$ cat config.mk
export PLATFORM = sky130hd
export DESIGN_NAME = rtcc_top
export DESIGN_NICKNAME = d
export VERILOG_FILES = /design/src/inc/rtcc_pkg.sv /design/src/hw/rtcc_top.sv
export VERILOG_INCLUDE_DIRS = /design/src /design/src/inc
export SDC_FILE = /design/constraint.sdc
export NUM_CORES = 1
export LEC_CHECK = 0
export BUFFER_PORTS_ARGS = -buffer_cell sky130_fd_sc_hd__buf_2
export CORE_MARGIN = 1.5
export CORE_UTILIZATION = 65
export CTS_BUF_LIST = sky130_fd_sc_hd__clkbuf_8
export DETAILED_ROUTE_END_ITERATION = 16
export GPL_ROUTABILITY_DRIVEN = 1
export PLACE_DENSITY = 0.86
export SETUP_SLACK_MARGIN = 0.2
export SYNTH_ARGS = -nofsm -noshare
export SYNTH_HDL_FRONTEND = slang
export SYNTH_SLANG_ARGS = --single-unit
$ cat constraint.sdc
create_clock -name clk -period 6.2 [get_ports clk]
set_clock_uncertainty 0.1 [all_clocks]
set_input_delay 1.24 -clock clk [delete_from_list [all_inputs] [get_ports clk]]
set_output_delay 1.24 -clock clk [all_outputs]
set_load 0.005 [all_outputs]
$ cat src/inc/rtcc_regs.svh
// Register offsets, field positions and reset values of the calendar clock
`ifndef RTCC_REGS_SVH
`define RTCC_REGS_SVH

// ****************************************
// Register byte offsets
// ****************************************
`define RTCC_OFS_MODE 8'h00
`define RTCC_OFS_HMODE 8'h04
`define RTCC_OFS_TIME 8'h08
`define RTCC_OFS_CAL 8'h0C
`define RTCC_OFS_TALRM 8'h10
`define RTCC_OFS_STAT 8'h18
`define RTCC_OFS_SCLR 8'h1C
`define RTCC_OFS_VALID 8'h2C

// ****************************************
// Field positions
// ****************************************
`define RTCC_MODE_TREQ 0
`define RTCC_MODE_CREQ 1
`define RTCC_MODE_TEV_LSB 8
`define RTCC_MODE_CEV_LSB 16
`define RTCC_TIME_PM 22
`define RTCC_TALRM_SECONDS_MATCH_ENABLE 7
`define RTCC_TALRM_MINUTES_MATCH_ENABLE 15
`define RTCC_TALRM_HOURS_MATCH_ENABLE 23
`define RTCC_ST_ACK 0
`define RTCC_ST_ALARM 1
`define RTCC_ST_SEC 2
`define RTCC_ST_TIME_EVENT_FLAG 3
`define RTCC_ST_CALENDAR_EVENT_FLAG 4
`define RTCC_VE_TIME 0
`define RTCC_VE_CAL 1
`define RTCC_VE_TALRM 2

// ****************************************
// Reset values
// ****************************************
`define RTCC_RST_CAL 32'h01819819
`define RTCC_RST_ZERO 32'h00000000

`endif

$ cat src/inc/rtcc_pkg.sv
// Types shared by the calendar clock
package rtcc_pkg;

    typedef enum logic [1:0] {
        RTCC_TEV_MINUTE = 2'h0,
        RTCC_TEV_HOUR = 2'h1,
        RTCC_TEV_MIDNIGHT = 2'h2,
        RTCC_TEV_NOON = 2'h3
    } rtcc_tev_type;

    typedef enum logic [1:0] {
        RTCC_CEV_WEEK = 2'h0,
        RTCC_CEV_MONTH = 2'h1,
        RTCC_CEV_YEAR = 2'h2,
        RTCC_CEV_RSVD = 2'h3
    } rtcc_cev_type;

endpackage : rtcc_pkg

$ cat src/hw/rtcc_top.sv
// BCD time, calendar and time alarm block with a plain register port
//
// Operation
// - Time request halts seconds, minutes, hours
// - Calendar request halts day through century
// - Time event: minute, hour, midnight, noon
// - Calendar event: week, month, year; 11 reserved
// - Hour mode bit: 0 24-hour, 1 12-hour
// - Seconds field BCD 00 to 59
// - Minutes field BCD 00 to 59
// - Hours 01-12 or 00-23 per mode
// - Bit 22 is PM; 24-hour entries must have it zero, stored PM kept on a switch to 24-hour
// - Calendar resets to 0x01819819
// - Century BCD 19 or 20
// - Year BCD 00 to 99
// - Month BCD 01 to 12
// - Weekday cycles 1-7, independent of date
// - Date BCD 01 to 31
// - Bit 7 enables seconds alarm match
// - Bit 15 enables minutes alarm match
// - Bit 23 enables hour and PM match
// - Alarm flag when all enabled fields match
// - Bad entries refused, validity flag set
//
// The implementer's own choice: the plain strobed port.
`timescale 1ns/1ps

`include "rtcc_regs.svh"

module rtcc_top
    import rtcc_pkg::*;
(
    input wire logic clk,
    input wire logic arst_n,
    input wire logic sec_tick_in,
    input wire logic [7:0] reg_addr,
    input wire logic [31:0] reg_wdata,
    input wire logic reg_wr,
    input wire logic reg_rd,
    output logic [31:0] reg_rdata
);

    // ****************************************
    // Helpers
    // ****************************************
    function automatic logic bcd_in(input logic [7:0] v, input logic [7:0] lo, input logic [7:0] hi);
        return (v[3:0] <= 4'h9) && (v[7:4] <= 4'h9) && (v >= lo) && (v <= hi);
    endfunction : bcd_in

    function automatic logic [7:0] bcd_inc(input logic [7:0] v, input logic [7:0] lim, input logic [7:0] first);
        if (v == lim) begin
            return first;
        end else if (v[3:0] == 4'h9) begin
            return {v[7:4] + 4'h1, 4'h0};
        end else begin
            return {v[7:4], v[3:0] + 4'h1};
        end
    endfunction : bcd_inc

    // Every year divisible by four is leap, 1900 included, by design
    function automatic logic [7:0] month_len(input logic [7:0] mon, input logic [7:0] yr);
        logic leap;
        leap = yr[4] ? (yr[3:0] == 4'h2 || yr[3:0] == 4'h6)
                     : (yr[3:0] == 4'h0 || yr[3:0] == 4'h4 || yr[3:0] == 4'h8);
        if (mon == 8'h02) begin
            return leap ? 8'h29 : 8'h28;
        end else if (mon == 8'h04 || mon == 8'h06 || mon == 8'h09 || mon == 8'h11) begin
            return 8'h30;
        end else begin
            return 8'h31;
        end
    endfunction : month_len

    // ****************************************
    // Second tick synchroniser
    // ****************************************
    logic tick_s1_q, tick_s2_q, tick_s3_q, tick_lvl_q;
    // Edge taken from the agreed level only, so a one-flop glitch never counts
    wire tick_agree = (tick_s2_q == tick_s3_q);
    wire tick = tick_agree && tick_s3_q && !tick_lvl_q;

    always_ff @(posedge clk or negedge arst_n) begin
        if (!arst_n) begin
            tick_s1_q <= 1'b0;
            tick_s2_q <= 1'b0;
            tick_s3_q <= 1'b0;
            tick_lvl_q <= 1'b0;
        end else begin
            tick_s1_q <= sec_tick_in;
            tick_s2_q <= tick_s1_q;
            tick_s3_q <= tick_s2_q;
            if (tick_agree) begin
                tick_lvl_q <= tick_s3_q;
            end
        end
    end

    // ****************************************
    // State
    // ****************************************
    logic treq_q, creq_q, hr12_q;
    rtcc_tev_type tev_q;
    rtcc_cev_type cev_q;
    logic [7:0] sec_q, min_q, hour_q;
    logic pm_q;
    logic [7:0] century_field_q, year_q, month_q, day_q, date_q;
    logic [7:0] a_sec_q, a_min_q, a_hour_q;
    logic a_pm_q, a_seconds_match_enable_q, a_minutes_match_enable_q, a_hours_match_enable_q;
    logic [4:0] stat_q;
    logic [2:0] valid_q;
    logic [31:0] reg_rdata_q;

    // ****************************************
    // Write decode and entry checks
    // ****************************************
    wire wr_mode = reg_wr && (reg_addr == `RTCC_OFS_MODE);
    wire wr_hmode = reg_wr && (reg_addr == `RTCC_OFS_HMODE);
    wire wr_time = reg_wr && (reg_addr == `RTCC_OFS_TIME);
    wire wr_cal = reg_wr && (reg_addr == `RTCC_OFS_CAL);
    wire wr_talrm = reg_wr && (reg_addr == `RTCC_OFS_TALRM);
    wire wr_sclr = reg_wr && (reg_addr == `RTCC_OFS_SCLR);

    wire [7:0] w_sec = {1'b0, reg_wdata[6:0]};
    wire [7:0] w_min = {1'b0, reg_wdata[14:8]};
    wire [7:0] w_hour = {2'b00, reg_wdata[21:16]};
    wire w_pm = reg_wdata[`RTCC_TIME_PM];
    wire [7:0] w_century_field = {1'b0, reg_wdata[6:0]};
    wire [7:0] w_year = reg_wdata[15:8];
    wire [7:0] w_month = {3'b000, reg_wdata[20:16]};
    wire [7:0] w_day = {5'b00000, reg_wdata[23:21]};
    wire [7:0] w_date = {2'b00, reg_wdata[29:24]};

    wire w_hour_ok = hr12_q ? bcd_in(w_hour, 8'h01, 8'h12)
                            : (bcd_in(w_hour, 8'h00, 8'h23) && !w_pm);
    wire w_ms_ok = bcd_in(w_sec, 8'h00, 8'h59) && bcd_in(w_min, 8'h00, 8'h59);
    wire w_cal_ok = bcd_in(w_century_field, 8'h19, 8'h20)
                    && bcd_in(w_year, 8'h00, 8'h99)
                    && bcd_in(w_month, 8'h01, 8'h12)
                    && bcd_in(w_day, 8'h01, 8'h07)
                    && bcd_in(w_date, 8'h01, 8'h31)
                    && (w_date <= month_len(w_month, w_year));

    // Counters take software values only while halted
    wire time_wr_go = wr_time && treq_q;
    wire cal_wr_go = wr_cal && creq_q;
    wire time_load = time_wr_go && w_ms_ok && w_hour_ok;
    wire cal_load = cal_wr_go && w_cal_ok;
    // Alarm entry reuses the time checks; hour range follows the current mode
    wire talrm_load = wr_talrm && w_ms_ok && w_hour_ok;

    // ****************************************
    // Counting
    // ****************************************
    wire time_run = tick && !treq_q;
    wire sec_wrap = (sec_q == 8'h59);
    wire min_wrap = sec_wrap && (min_q == 8'h59);
    wire [7:0] sec_c = bcd_inc(sec_q, 8'h59, 8'h00);
    wire [7:0] min_c = sec_wrap ? bcd_inc(min_q, 8'h59, 8'h00) : min_q;

    logic [7:0] hour_c;
    logic pm_c, day_carry, noon_hit;

    // In 12-hour mode PM flips on the 11 to 12 step
    always_comb begin
        hour_c = hour_q;
        pm_c = pm_q;
        day_carry = 1'b0;
        noon_hit = 1'b0;
        if (min_wrap) begin
            if (!hr12_q) begin
                hour_c = bcd_inc(hour_q, 8'h23, 8'h00);
                day_carry = (hour_q == 8'h23);
                noon_hit = (hour_q == 8'h11);
            end else begin
                hour_c = bcd_inc(hour_q, 8'h12, 8'h01);
                if (hour_q == 8'h11) begin
                    pm_c = !pm_q;
                    day_carry = pm_q;
                    noon_hit = !pm_q;
                end
            end
        end
    end

    // Midnight carry into the calendar is lost while the calendar is halted
    wire cal_run = time_run && day_carry && !creq_q;
    wire date_wrap = (date_q == month_len(month_q, year_q));
    wire month_wrap = date_wrap && (month_q == 8'h12);
    wire year_wrap = month_wrap && (year_q == 8'h99);
    wire [7:0] day_c = bcd_inc(day_q, 8'h07, 8'h01);
    wire [7:0] date_c = bcd_inc(date_q, month_len(month_q, year_q), 8'h01);
    wire [7:0] month_c = date_wrap ? bcd_inc(month_q, 8'h12, 8'h01) : month_q;
    wire [7:0] year_c = month_wrap ? bcd_inc(year_q, 8'h99, 8'h00) : year_q;
    wire [7:0] century_field_c = year_wrap ? bcd_inc(century_field_q, 8'h20, 8'h19) : century_field_q;

    // ****************************************
    // Events and alarm
    // ****************************************
    wire tev_hit = (tev_q == RTCC_TEV_MINUTE) ? sec_wrap
                 : (tev_q == RTCC_TEV_HOUR) ? min_wrap
                 : (tev_q == RTCC_TEV_MIDNIGHT) ? day_carry
                 : noon_hit;
    // Weekday 1 is taken as Monday
    wire cev_hit = (cev_q == RTCC_CEV_WEEK) ? (day_c == 8'h01)
                 : (cev_q == RTCC_CEV_MONTH) ? date_wrap
                 : (cev_q == RTCC_CEV_YEAR) ? month_wrap
                 : 1'b0;

    // Compared with next-second values, so the flag lands on the matching tick
    wire alarm_any = a_seconds_match_enable_q || a_minutes_match_enable_q || a_hours_match_enable_q;
    wire alarm_match = alarm_any
                       && (!a_seconds_match_enable_q || (a_sec_q == sec_c))
                       && (!a_minutes_match_enable_q || (a_min_q == min_c))
                       && (!a_hours_match_enable_q || (a_hour_q == hour_c && a_pm_q == pm_c));

    // Acknowledge only when a request bit actually rises
    wire ack_set = wr_mode && ((reg_wdata[`RTCC_MODE_TREQ] && !treq_q) || (reg_wdata[`RTCC_MODE_CREQ] && !creq_q));
    wire [4:0] stat_set;
    assign stat_set[`RTCC_ST_ACK] = ack_set;
    assign stat_set[`RTCC_ST_ALARM] = time_run && alarm_match;
    assign stat_set[`RTCC_ST_SEC] = time_run;
    assign stat_set[`RTCC_ST_TIME_EVENT_FLAG] = time_run && tev_hit;
    assign stat_set[`RTCC_ST_CALENDAR_EVENT_FLAG] = cal_run && cev_hit;
    wire [4:0] stat_clr = wr_sclr ? reg_wdata[4:0] : 5'h00;

    // ****************************************
    // Control and alarm registers
    // ****************************************
    always_ff @(posedge clk or negedge arst_n) begin
        if (!arst_n) begin
            treq_q <= 1'b0;
            creq_q <= 1'b0;
            tev_q <= RTCC_TEV_MINUTE;
            cev_q <= RTCC_CEV_WEEK;
            hr12_q <= 1'b0;
            stat_q <= 5'h00;
            valid_q <= 3'h0;
        end else begin
            if (wr_mode) begin
                treq_q <= reg_wdata[`RTCC_MODE_TREQ];
                creq_q <= reg_wdata[`RTCC_MODE_CREQ];
                tev_q <= rtcc_tev_type'(reg_wdata[`RTCC_MODE_TEV_LSB +: 2]);
                cev_q <= rtcc_cev_type'(reg_wdata[`RTCC_MODE_CEV_LSB +: 2]);
            end
            if (wr_hmode) begin
                hr12_q <= reg_wdata[0];
            end
            // Set wins over a clear landing in the same cycle
            stat_q <= (stat_q & ~stat_clr) | stat_set;
            if (time_wr_go) begin
                valid_q[`RTCC_VE_TIME] <= !time_load;
            end
            if (cal_wr_go) begin
                valid_q[`RTCC_VE_CAL] <= !cal_load;
            end
            if (wr_talrm) begin
                valid_q[`RTCC_VE_TALRM] <= !talrm_load;
            end
        end
    end

    always_ff @(posedge clk or negedge arst_n) begin
        if (!arst_n) begin
            a_sec_q <= 8'h00;
            a_min_q <= 8'h00;
            a_hour_q <= 8'h00;
            a_pm_q <= 1'b0;
            a_seconds_match_enable_q <= 1'b0;
            a_minutes_match_enable_q <= 1'b0;
            a_hours_match_enable_q <= 1'b0;
        end else if (talrm_load) begin
            a_sec_q <= w_sec;
            a_min_q <= w_min;
            a_hour_q <= w_hour;
            a_pm_q <= w_pm;
            a_seconds_match_enable_q <= reg_wdata[`RTCC_TALRM_SECONDS_MATCH_ENABLE];
            a_minutes_match_enable_q <= reg_wdata[`RTCC_TALRM_MINUTES_MATCH_ENABLE];
            a_hours_match_enable_q <= reg_wdata[`RTCC_TALRM_HOURS_MATCH_ENABLE];
        end
    end

    // ****************************************
    // Time and calendar counters
    // ****************************************
    always_ff @(posedge clk or negedge arst_n) begin
        if (!arst_n) begin
            sec_q <= 8'h00;
            min_q <= 8'h00;
            hour_q <= 8'h00;
            pm_q <= 1'b0;
        end else if (time_load) begin
            sec_q <= w_sec;
            min_q <= w_min;
            hour_q <= w_hour;
            pm_q <= w_pm;
        end else if (time_run) begin
            sec_q <= sec_c;
            min_q <= min_c;
            hour_q <= hour_c;
            pm_q <= pm_c;
        end
    end

    // Calendar reset value unpacked field by field
    localparam logic [31:0] CAL_RST = `RTCC_RST_CAL;

    always_ff @(posedge clk or negedge arst_n) begin
        if (!arst_n) begin
            century_field_q <= {1'b0, CAL_RST[6:0]};
            year_q <= CAL_RST[15:8];
            month_q <= {3'b000, CAL_RST[20:16]};
            day_q <= {5'b00000, CAL_RST[23:21]};
            date_q <= {2'b00, CAL_RST[29:24]};
        end else if (cal_load) begin
            century_field_q <= w_century_field;
            year_q <= w_year;
            month_q <= w_month;
            day_q <= w_day;
            date_q <= w_date;
        end else if (cal_run) begin
            century_field_q <= century_field_c;
            year_q <= year_c;
            month_q <= month_c;
            day_q <= day_c;
            date_q <= date_c;
        end
    end

    // ****************************************
    // Read path
    // ****************************************
    wire [31:0] rd_mode = {14'h0, cev_q, 6'h0, tev_q, 6'h0, creq_q, treq_q};
    // Hours read back as stored; no 12/24 conversion
    wire [31:0] rd_time = {9'h0, pm_q, hour_q[5:0], 1'b0, min_q[6:0], 1'b0, sec_q[6:0]};
    wire [31:0] rd_cal = {2'b00, date_q[5:0], day_q[2:0], month_q[4:0], year_q, 1'b0, century_field_q[6:0]};
    wire [31:0] rd_talrm = {8'h0, a_hours_match_enable_q, a_pm_q, a_hour_q[5:0], a_minutes_match_enable_q, a_min_q[6:0],
                            a_seconds_match_enable_q, a_sec_q[6:0]};
    // Unmapped and write-only offsets read as zero
    logic [31:0] rd_mux;

    always_comb begin
        if (reg_addr == `RTCC_OFS_MODE) begin
            rd_mux = rd_mode;
        end else if (reg_addr == `RTCC_OFS_HMODE) begin
            rd_mux = {31'h0, hr12_q};
        end else if (reg_addr == `RTCC_OFS_TIME) begin
            rd_mux = rd_time;
        end else if (reg_addr == `RTCC_OFS_CAL) begin
            rd_mux = rd_cal;
        end else if (reg_addr == `RTCC_OFS_TALRM) begin
            rd_mux = rd_talrm;
        end else if (reg_addr == `RTCC_OFS_STAT) begin
            rd_mux = {27'h0, stat_q};
        end else if (reg_addr == `RTCC_OFS_VALID) begin
            rd_mux = {29'h0, valid_q};
        end else begin
            rd_mux = `RTCC_RST_ZERO;
        end
    end

    // Zero between reads keeps stale data off the port
    always_ff @(posedge clk or negedge arst_n) begin
        if (!arst_n) begin
            reg_rdata_q <= `RTCC_RST_ZERO;
        end else begin
            reg_rdata_q <= reg_rd ? rd_mux : `RTCC_RST_ZERO;
        end
    end

    assign reg_rdata = reg_rdata_q;

endmodule : rtcc_top

Word-level counts from Yosys, hierarchy flattened
Cells that the tools add are included.
- add/sub/neg operators: 16
- order comparisons: 30
- eq/ne operators: 53
- mux-type cells: 74
- bitwise gates (word level): 3
- reductions and logical operators: 112
- operator list (kind ; number):
    2-to-1 mux 8 bit ; 39
    2-to-1 mux 30 bit ; 4
    adder 4 x 1 -> 4 bit (second input constant) ; 16
    logical AND 1 bit ; 62
    equality test 8 x 5 -> 1 bit (second input constant) ; 7
    equality test 4 bit (second input constant) ; 10
    equality test 8 x 3 -> 1 bit (second input constant) ; 4
    2-to-1 mux 32 bit ; 1
    equality test 8 x 4 -> 1 bit (second input constant) ; 3
    equality test 8 x 6 -> 1 bit (second input constant) ; 3
    2-to-1 mux 1 bit ; 24
    2-to-1 mux 24 bit ; 1
    <= comparator 4 bit (second input constant) ; 5
    2-to-1 mux 5 bit ; 4
    greater-or-equal comparator 6 x 1 -> 1 bit (second input constant) ; 3
    logical OR 1 bit ; 18
    equality test 4 x 3 -> 1 bit (second input constant) ; 4
    equality test 7 x 8 -> 1 bit ; 2
    equality test 8 x 7 -> 1 bit (second input constant) ; 2
    greater-or-equal comparator 7 x 1 -> 1 bit (second input constant) ; 2
    <= comparator 7 bit (second input constant) ; 2
    <= comparator 3 x 4 -> 1 bit (second input constant) ; 3
    <= comparator 6 bit (second input constant) ; 2
    nonzero test 3 bit ; 4
    other kinds (36) ; 63
- flip-flop bits (word level): 140
- input port bits: 45
- word-level logic and storage cells: 322

Logic depth before layout (Yosys ltp)
- depth in word-level cells: 13
- gate-level depth with buffers: 14
- mapped depth without buffers: 13

Least setup slack after synthesis
OpenSTA, ideal clock, no wires.
- path type: input port to flip-flop
- start point: input port reg_wdata[19]
- end point: register date_q[3]
- data arrival time: 3.387 ns
- required time: 5.982 ns
- slack: 2.595 ns
- stages on the path: 13
- path buffers: 2
- path through: clkbuf_1 > nor3_1 > nand3b_1 > ha_1 > o21ai_0 > a31oi_1 > o211ai_1 > and4_1 > clkbuf_2 > o2111ai_1 > xor2_1 > nor2_1 > a21o_1
- longest elaborated chain between the ends: 10
- ends and longest elaborated chain (item ; line ; text):
    start: declaration ; rtcc_top.sv:37 ; input wire logic [31:0] reg_wdata,
    equality test 5 x 3 -> 1 bit or <= comparator 4 bit (tied branches) ; rtcc_top.sv:67, rtcc_top.sv:47 ;
    logical OR 1 bit or logical AND 1 bit (tied branches) (3 in series) ; rtcc_top.sv:67, rtcc_top.sv:47 ;
    2-to-1 mux 1 bit or logical AND 1 bit (tied branches) ; rtcc_top.sv:67, rtcc_top.sv:138 ;
    2-to-1 mux 5 bit or logical AND 1 bit (tied branches) ; rtcc_top.sv:65, rtcc_top.sv:139 ;
    <= comparator 6 x 8 -> 1 bit or logical AND 1 bit (tied branches) ; rtcc_top.sv:141, rtcc_top.sv:140 ;
    logical AND 1 bit (*) ; rtcc_top.sv:141 ; && (w_date <= month_len(w_month, w_year));
    logical AND 1 bit (*) ; rtcc_top.sv:147 ; wire cal_load = cal_wr_go && w_cal_ok;
    2-to-1 mux 8 bit or nonzero test 2 bit (tied branches) ; n/a ;
    end signal: assignment ; rtcc_top.sv:313 ; date_q <= {2'b00, CAL_RST[29:24]};
    end signal: assignment ; rtcc_top.sv:319 ; date_q <= w_date;
    end signal: assignment ; rtcc_top.sv:325 ; date_q <= date_c;
    end: declaration ; rtcc_top.sv:106 ; logic [7:0] century_field_q, year_q, month_q, day_q, date_q;
Every way passes the cells marked *; elsewhere a longest branch is shown, timed or not.
A chain may end at the register's enable or synchronous reset.

Final worst setup path
- start point: input port reg_wdata[19]
- end point: register century_field_q[5]
- longest elaborated chain between the ends: 11
- ends and longest elaborated chain (item ; line ; text):
    equality test 5 x 3 -> 1 bit or <= comparator 4 bit (tied branches) ; rtcc_top.sv:67, rtcc_top.sv:47 ;
    logical OR 1 bit or logical AND 1 bit (tied branches) (3 in series) ; rtcc_top.sv:67, rtcc_top.sv:47 ;
    2-to-1 mux 1 bit or logical AND 1 bit (tied branches) ; rtcc_top.sv:67, rtcc_top.sv:138 ;
    2-to-1 mux 5 bit or logical AND 1 bit (tied branches) ; rtcc_top.sv:65, rtcc_top.sv:139 ;
    <= comparator 6 x 8 -> 1 bit or logical AND 1 bit (tied branches) ; rtcc_top.sv:141, rtcc_top.sv:140 ;
    logical AND 1 bit (*) ; rtcc_top.sv:141 ;
    logical AND 1 bit (*) ; rtcc_top.sv:147 ;
    nonzero test 3 bit (no line) or nonzero test 2 bit (tied branches) ; n/a ;
    AND reduction 3 bit (no line) ; n/a ;
    end signal: assignment ; rtcc_top.sv:309 ; century_field_q <= {1'b0, CAL_RST[6:0]};
    end signal: assignment ; rtcc_top.sv:315 ; century_field_q <= w_century_field;
    end signal: assignment ; rtcc_top.sv:321 ; century_field_q <= century_field_c;
    end: declaration ; rtcc_top.sv:106 ;
Marks and branches as above.

==> results.sh <==
export IMPL_status="finished, final reports clean"
export IMPL_area_delta_synth_final_pct=10.2
export IMPL_drv_cap=0
export IMPL_drt_iter0_markers=1179
export IMPL_ys_types=90
export IMPL_finalSetupViolations=0
export IMPL_clock_path_buffers=2
export IMPL_grt_pass1_wl_mm=39.9
export IMPL_relSlewSlack_pct=21.2
export IMPL_fmax_ghz=0.233
export IMPL_port_buffers=72
export IMPL_die_area_um2=13900
export IMPL_grt_antenna_before_repair=0
export IMPL_cts_buffers=17
export IMPL_crit_required_ns=6.50
export IMPL_fp_dieH_um=118
export IMPL_clock_sinks=138
export IMPL_p_total_w=0.00204
export IMPL_worst_pin_slew_ns=1.18
export IMPL_async_reset_ff_share_pct=100
export IMPL_ctsResizeCount=0
export IMPL_drtPass1Iterations=10
export IMPL_synthCells=926
export IMPL_grt_max_degree=95
export IMPL_start_util_pct=67.3
export IMPL_ys_ff_latch=138
export IMPL_ys_flop_type="dfrtp_1"
export IMPL_leakage_nw=4.23
export IMPL_num_io_pins=77
export IMPL_h_tree_depth=4
export IMPL_postCtsHoldBufs=0
export IMPL_grt_ovfl_total=0
export IMPL_drc=0
export IMPL_slew_viol_final=0
export IMPL_place_hpwl_mm=16.5
export IMPL_ant_nets=0
export IMPL_synth_edf_count=0
export IMPL_rows=41
export IMPL_start_kind="primary input"
export IMPL_path_class="in -> reg"
export IMPL_syn_avg_cell_area_um2=9.25
export IMPL_via_per_inst=6.89
export IMPL_drive_above_1_share_pct=18.5
export IMPL_die_width_um=118
export IMPL_yosysWarnings=0
export IMPL_grt_pass1_vias=7523
export IMPL_period_minus_slack_ns=4.29
export IMPL_layout_commonest_cell="dfrtp_1"
export IMPL_insertion_delay_ns=0.47
export IMPL_root_buffer="clkbuf_8"
export IMPL_ir_drop_mv=0.202
export IMPL_post_cts_buffers=0
export IMPL_ys_seq_area_share_pct=40.4
export IMPL_cp_end_kind="register"
export IMPL_crit_fanout=26
export IMPL_arrival_ns=4.59
export IMPL_nNetsFinal=1052
export IMPL_post_route_period_util_pct=69.1
export IMPL_place_congestion=0.905
export IMPL_final_cell_mix="dfrtp_1, nor2_1, nand2_1"
export IMPL_vias=7994
export IMPL_finalSetupTns_ns=0
export IMPL_insertedDiodeCount=0
export IMPL_grt_usage_pct=36.2
export IMPL_power_density_nw_per_um2=216
export IMPL_cts_tree="yes"
export IMPL_core_um2=12700
export IMPL_wl_per_cell_um=21.0
export IMPL_rsz0062_at_grt="false"
export IMPL_hp_class="reg -> reg"
export IMPL_clk_pin_slew_ns=0.07
export IMPL_syn_area_um2=8570
export IMPL_routed_wl_mm=24.4
export IMPL_hold_viol=0
## critical path: stages
cell,delay (ns)
buf_2,0.17
nor3_1,0.38
nand3b_1,0.22
ha_1,0.33
o21ai_0,0.19
a31oi_1,0.06
o211ai_1,0.33
nand3_2,0.58
o31ai_1,0.55
nor2_1,0.19
a21oi_1,0.17
o22a_1,0.16
## cells by family after synthesis
kind of cell	Yosys count	synth area share, %
flops	138	40.4
fa+ha+maj	32	4.67
xor+xnor	33	3.46
compound gates	246	19.7
simple gates	348	22.1
buf+inv	88	4.40
other cells	1	0.0438
mux	40	5.17
## through the flow
stage          std cells  utilization, %  hold slack (ns)  setup slack (ns)  cell area, um2
2_1_floorplan        927               -            0.231              2.59            8570
3_3_place_gp        1128            70.7            0.234              1.75            8990
3_5_place_dp        1128            70.7            0.235              1.58            8990
4_1_cts             1160            74.2            0.251              2.07            9440
5_1_grt             1160            74.2            0.277              1.61            9440
6_report            1160            74.2            0.250              1.91            9440
## registers in the layout, summed over array words and instances, names as in the netlist, 2 cells and up
register and count:
stat_q 5, min_q 8, a_min_q 7, a_sec_q 7
century_field_q 8, a_hour_q 6, reg_rdata 30, cev_q 2
date_q 8, year_q 8, valid_q 3, sec_q 8
day_q 8, month_q 8, hour_q 8, tev_q 2
## path summary, 6_finish.rpt
| path | cells past startpoint | from | slack [ns] | endpoint |
|---|---|---|---|---|
| worst max-delay path | 12 | reg_wdata[19] | 1.91 | century_field_q[5]$_DFFE_PN0P_ |
| worst min-delay path | 0 | tick_s1_q$_DFF_PN0_ | 0.25 | tick_s2_q$_DFF_PN0_ |
| worst max register to register | 8 | sec_q[0]$_DFFE_PN0P_ | 2.51 | month_q[4]$_DFFE_PN0P_ |
| worst min register to register | 0 | tick_s1_q$_DFF_PN0_ | 0.25 | tick_s2_q$_DFF_PN0_ |
| max in group asynchronous | 2 | arst_n | 4.16 | hour_q[5]$_DFFE_PN0P_ |
| min in group asynchronous | 1 | arst_n | 0.75 | sec_q[6]$_DFFE_PN0P_ |
## cell usage after synthesis (all sizes together) (11+ instances only)
cell	n	area share, %
a21oi	63	3.7
a222oi	19	2.2
a22oi	12	1.1
and3	16	1.2
buf	22	1.5
clkbuf	33	1.5
dfrtp	129	38
ha	32	4.7
inv	33	1.4
mux2	34	4.5
nand2	85	3.7
nand3	27	1.7
nand3b	11	1.2
nand4	14	1.2
nor2	90	4.0
nor3	27	1.8
nor4	15	1.7
o21ai	60	3.5
xnor2	22	2.3
xor2	11	1.1
## power breakdown
part	total, W	internal, W	switching [W]
sequential	0.000977	0.000928	0.0000488
combinational	0.000219	0.0000871	0.000132
clock	0.000842	0.000484	0.000358
## per-layer routing
layer | up-vias | GRT usage [%] | wire length, um
met5 | - | 0 | 0
met2 | 548 | 57.6 | 11500
met4 | 0 | 15.5 | 791
met3 | 98 | 7.32 | 2490
met1 | 3816 | 48.5 | 9660
li1 | 3532 | - | -
## layout make-up
type                       instances  area, um2
multi-input combinational        701       4730
clock buffer                      18        248
clock inverter                    14        201
tap                              172        215
timing repair buffer              84        457
inverter                          33        124
fill                             950       3280
sequential                       138       3460
Power figures use the tool's default switching activity.
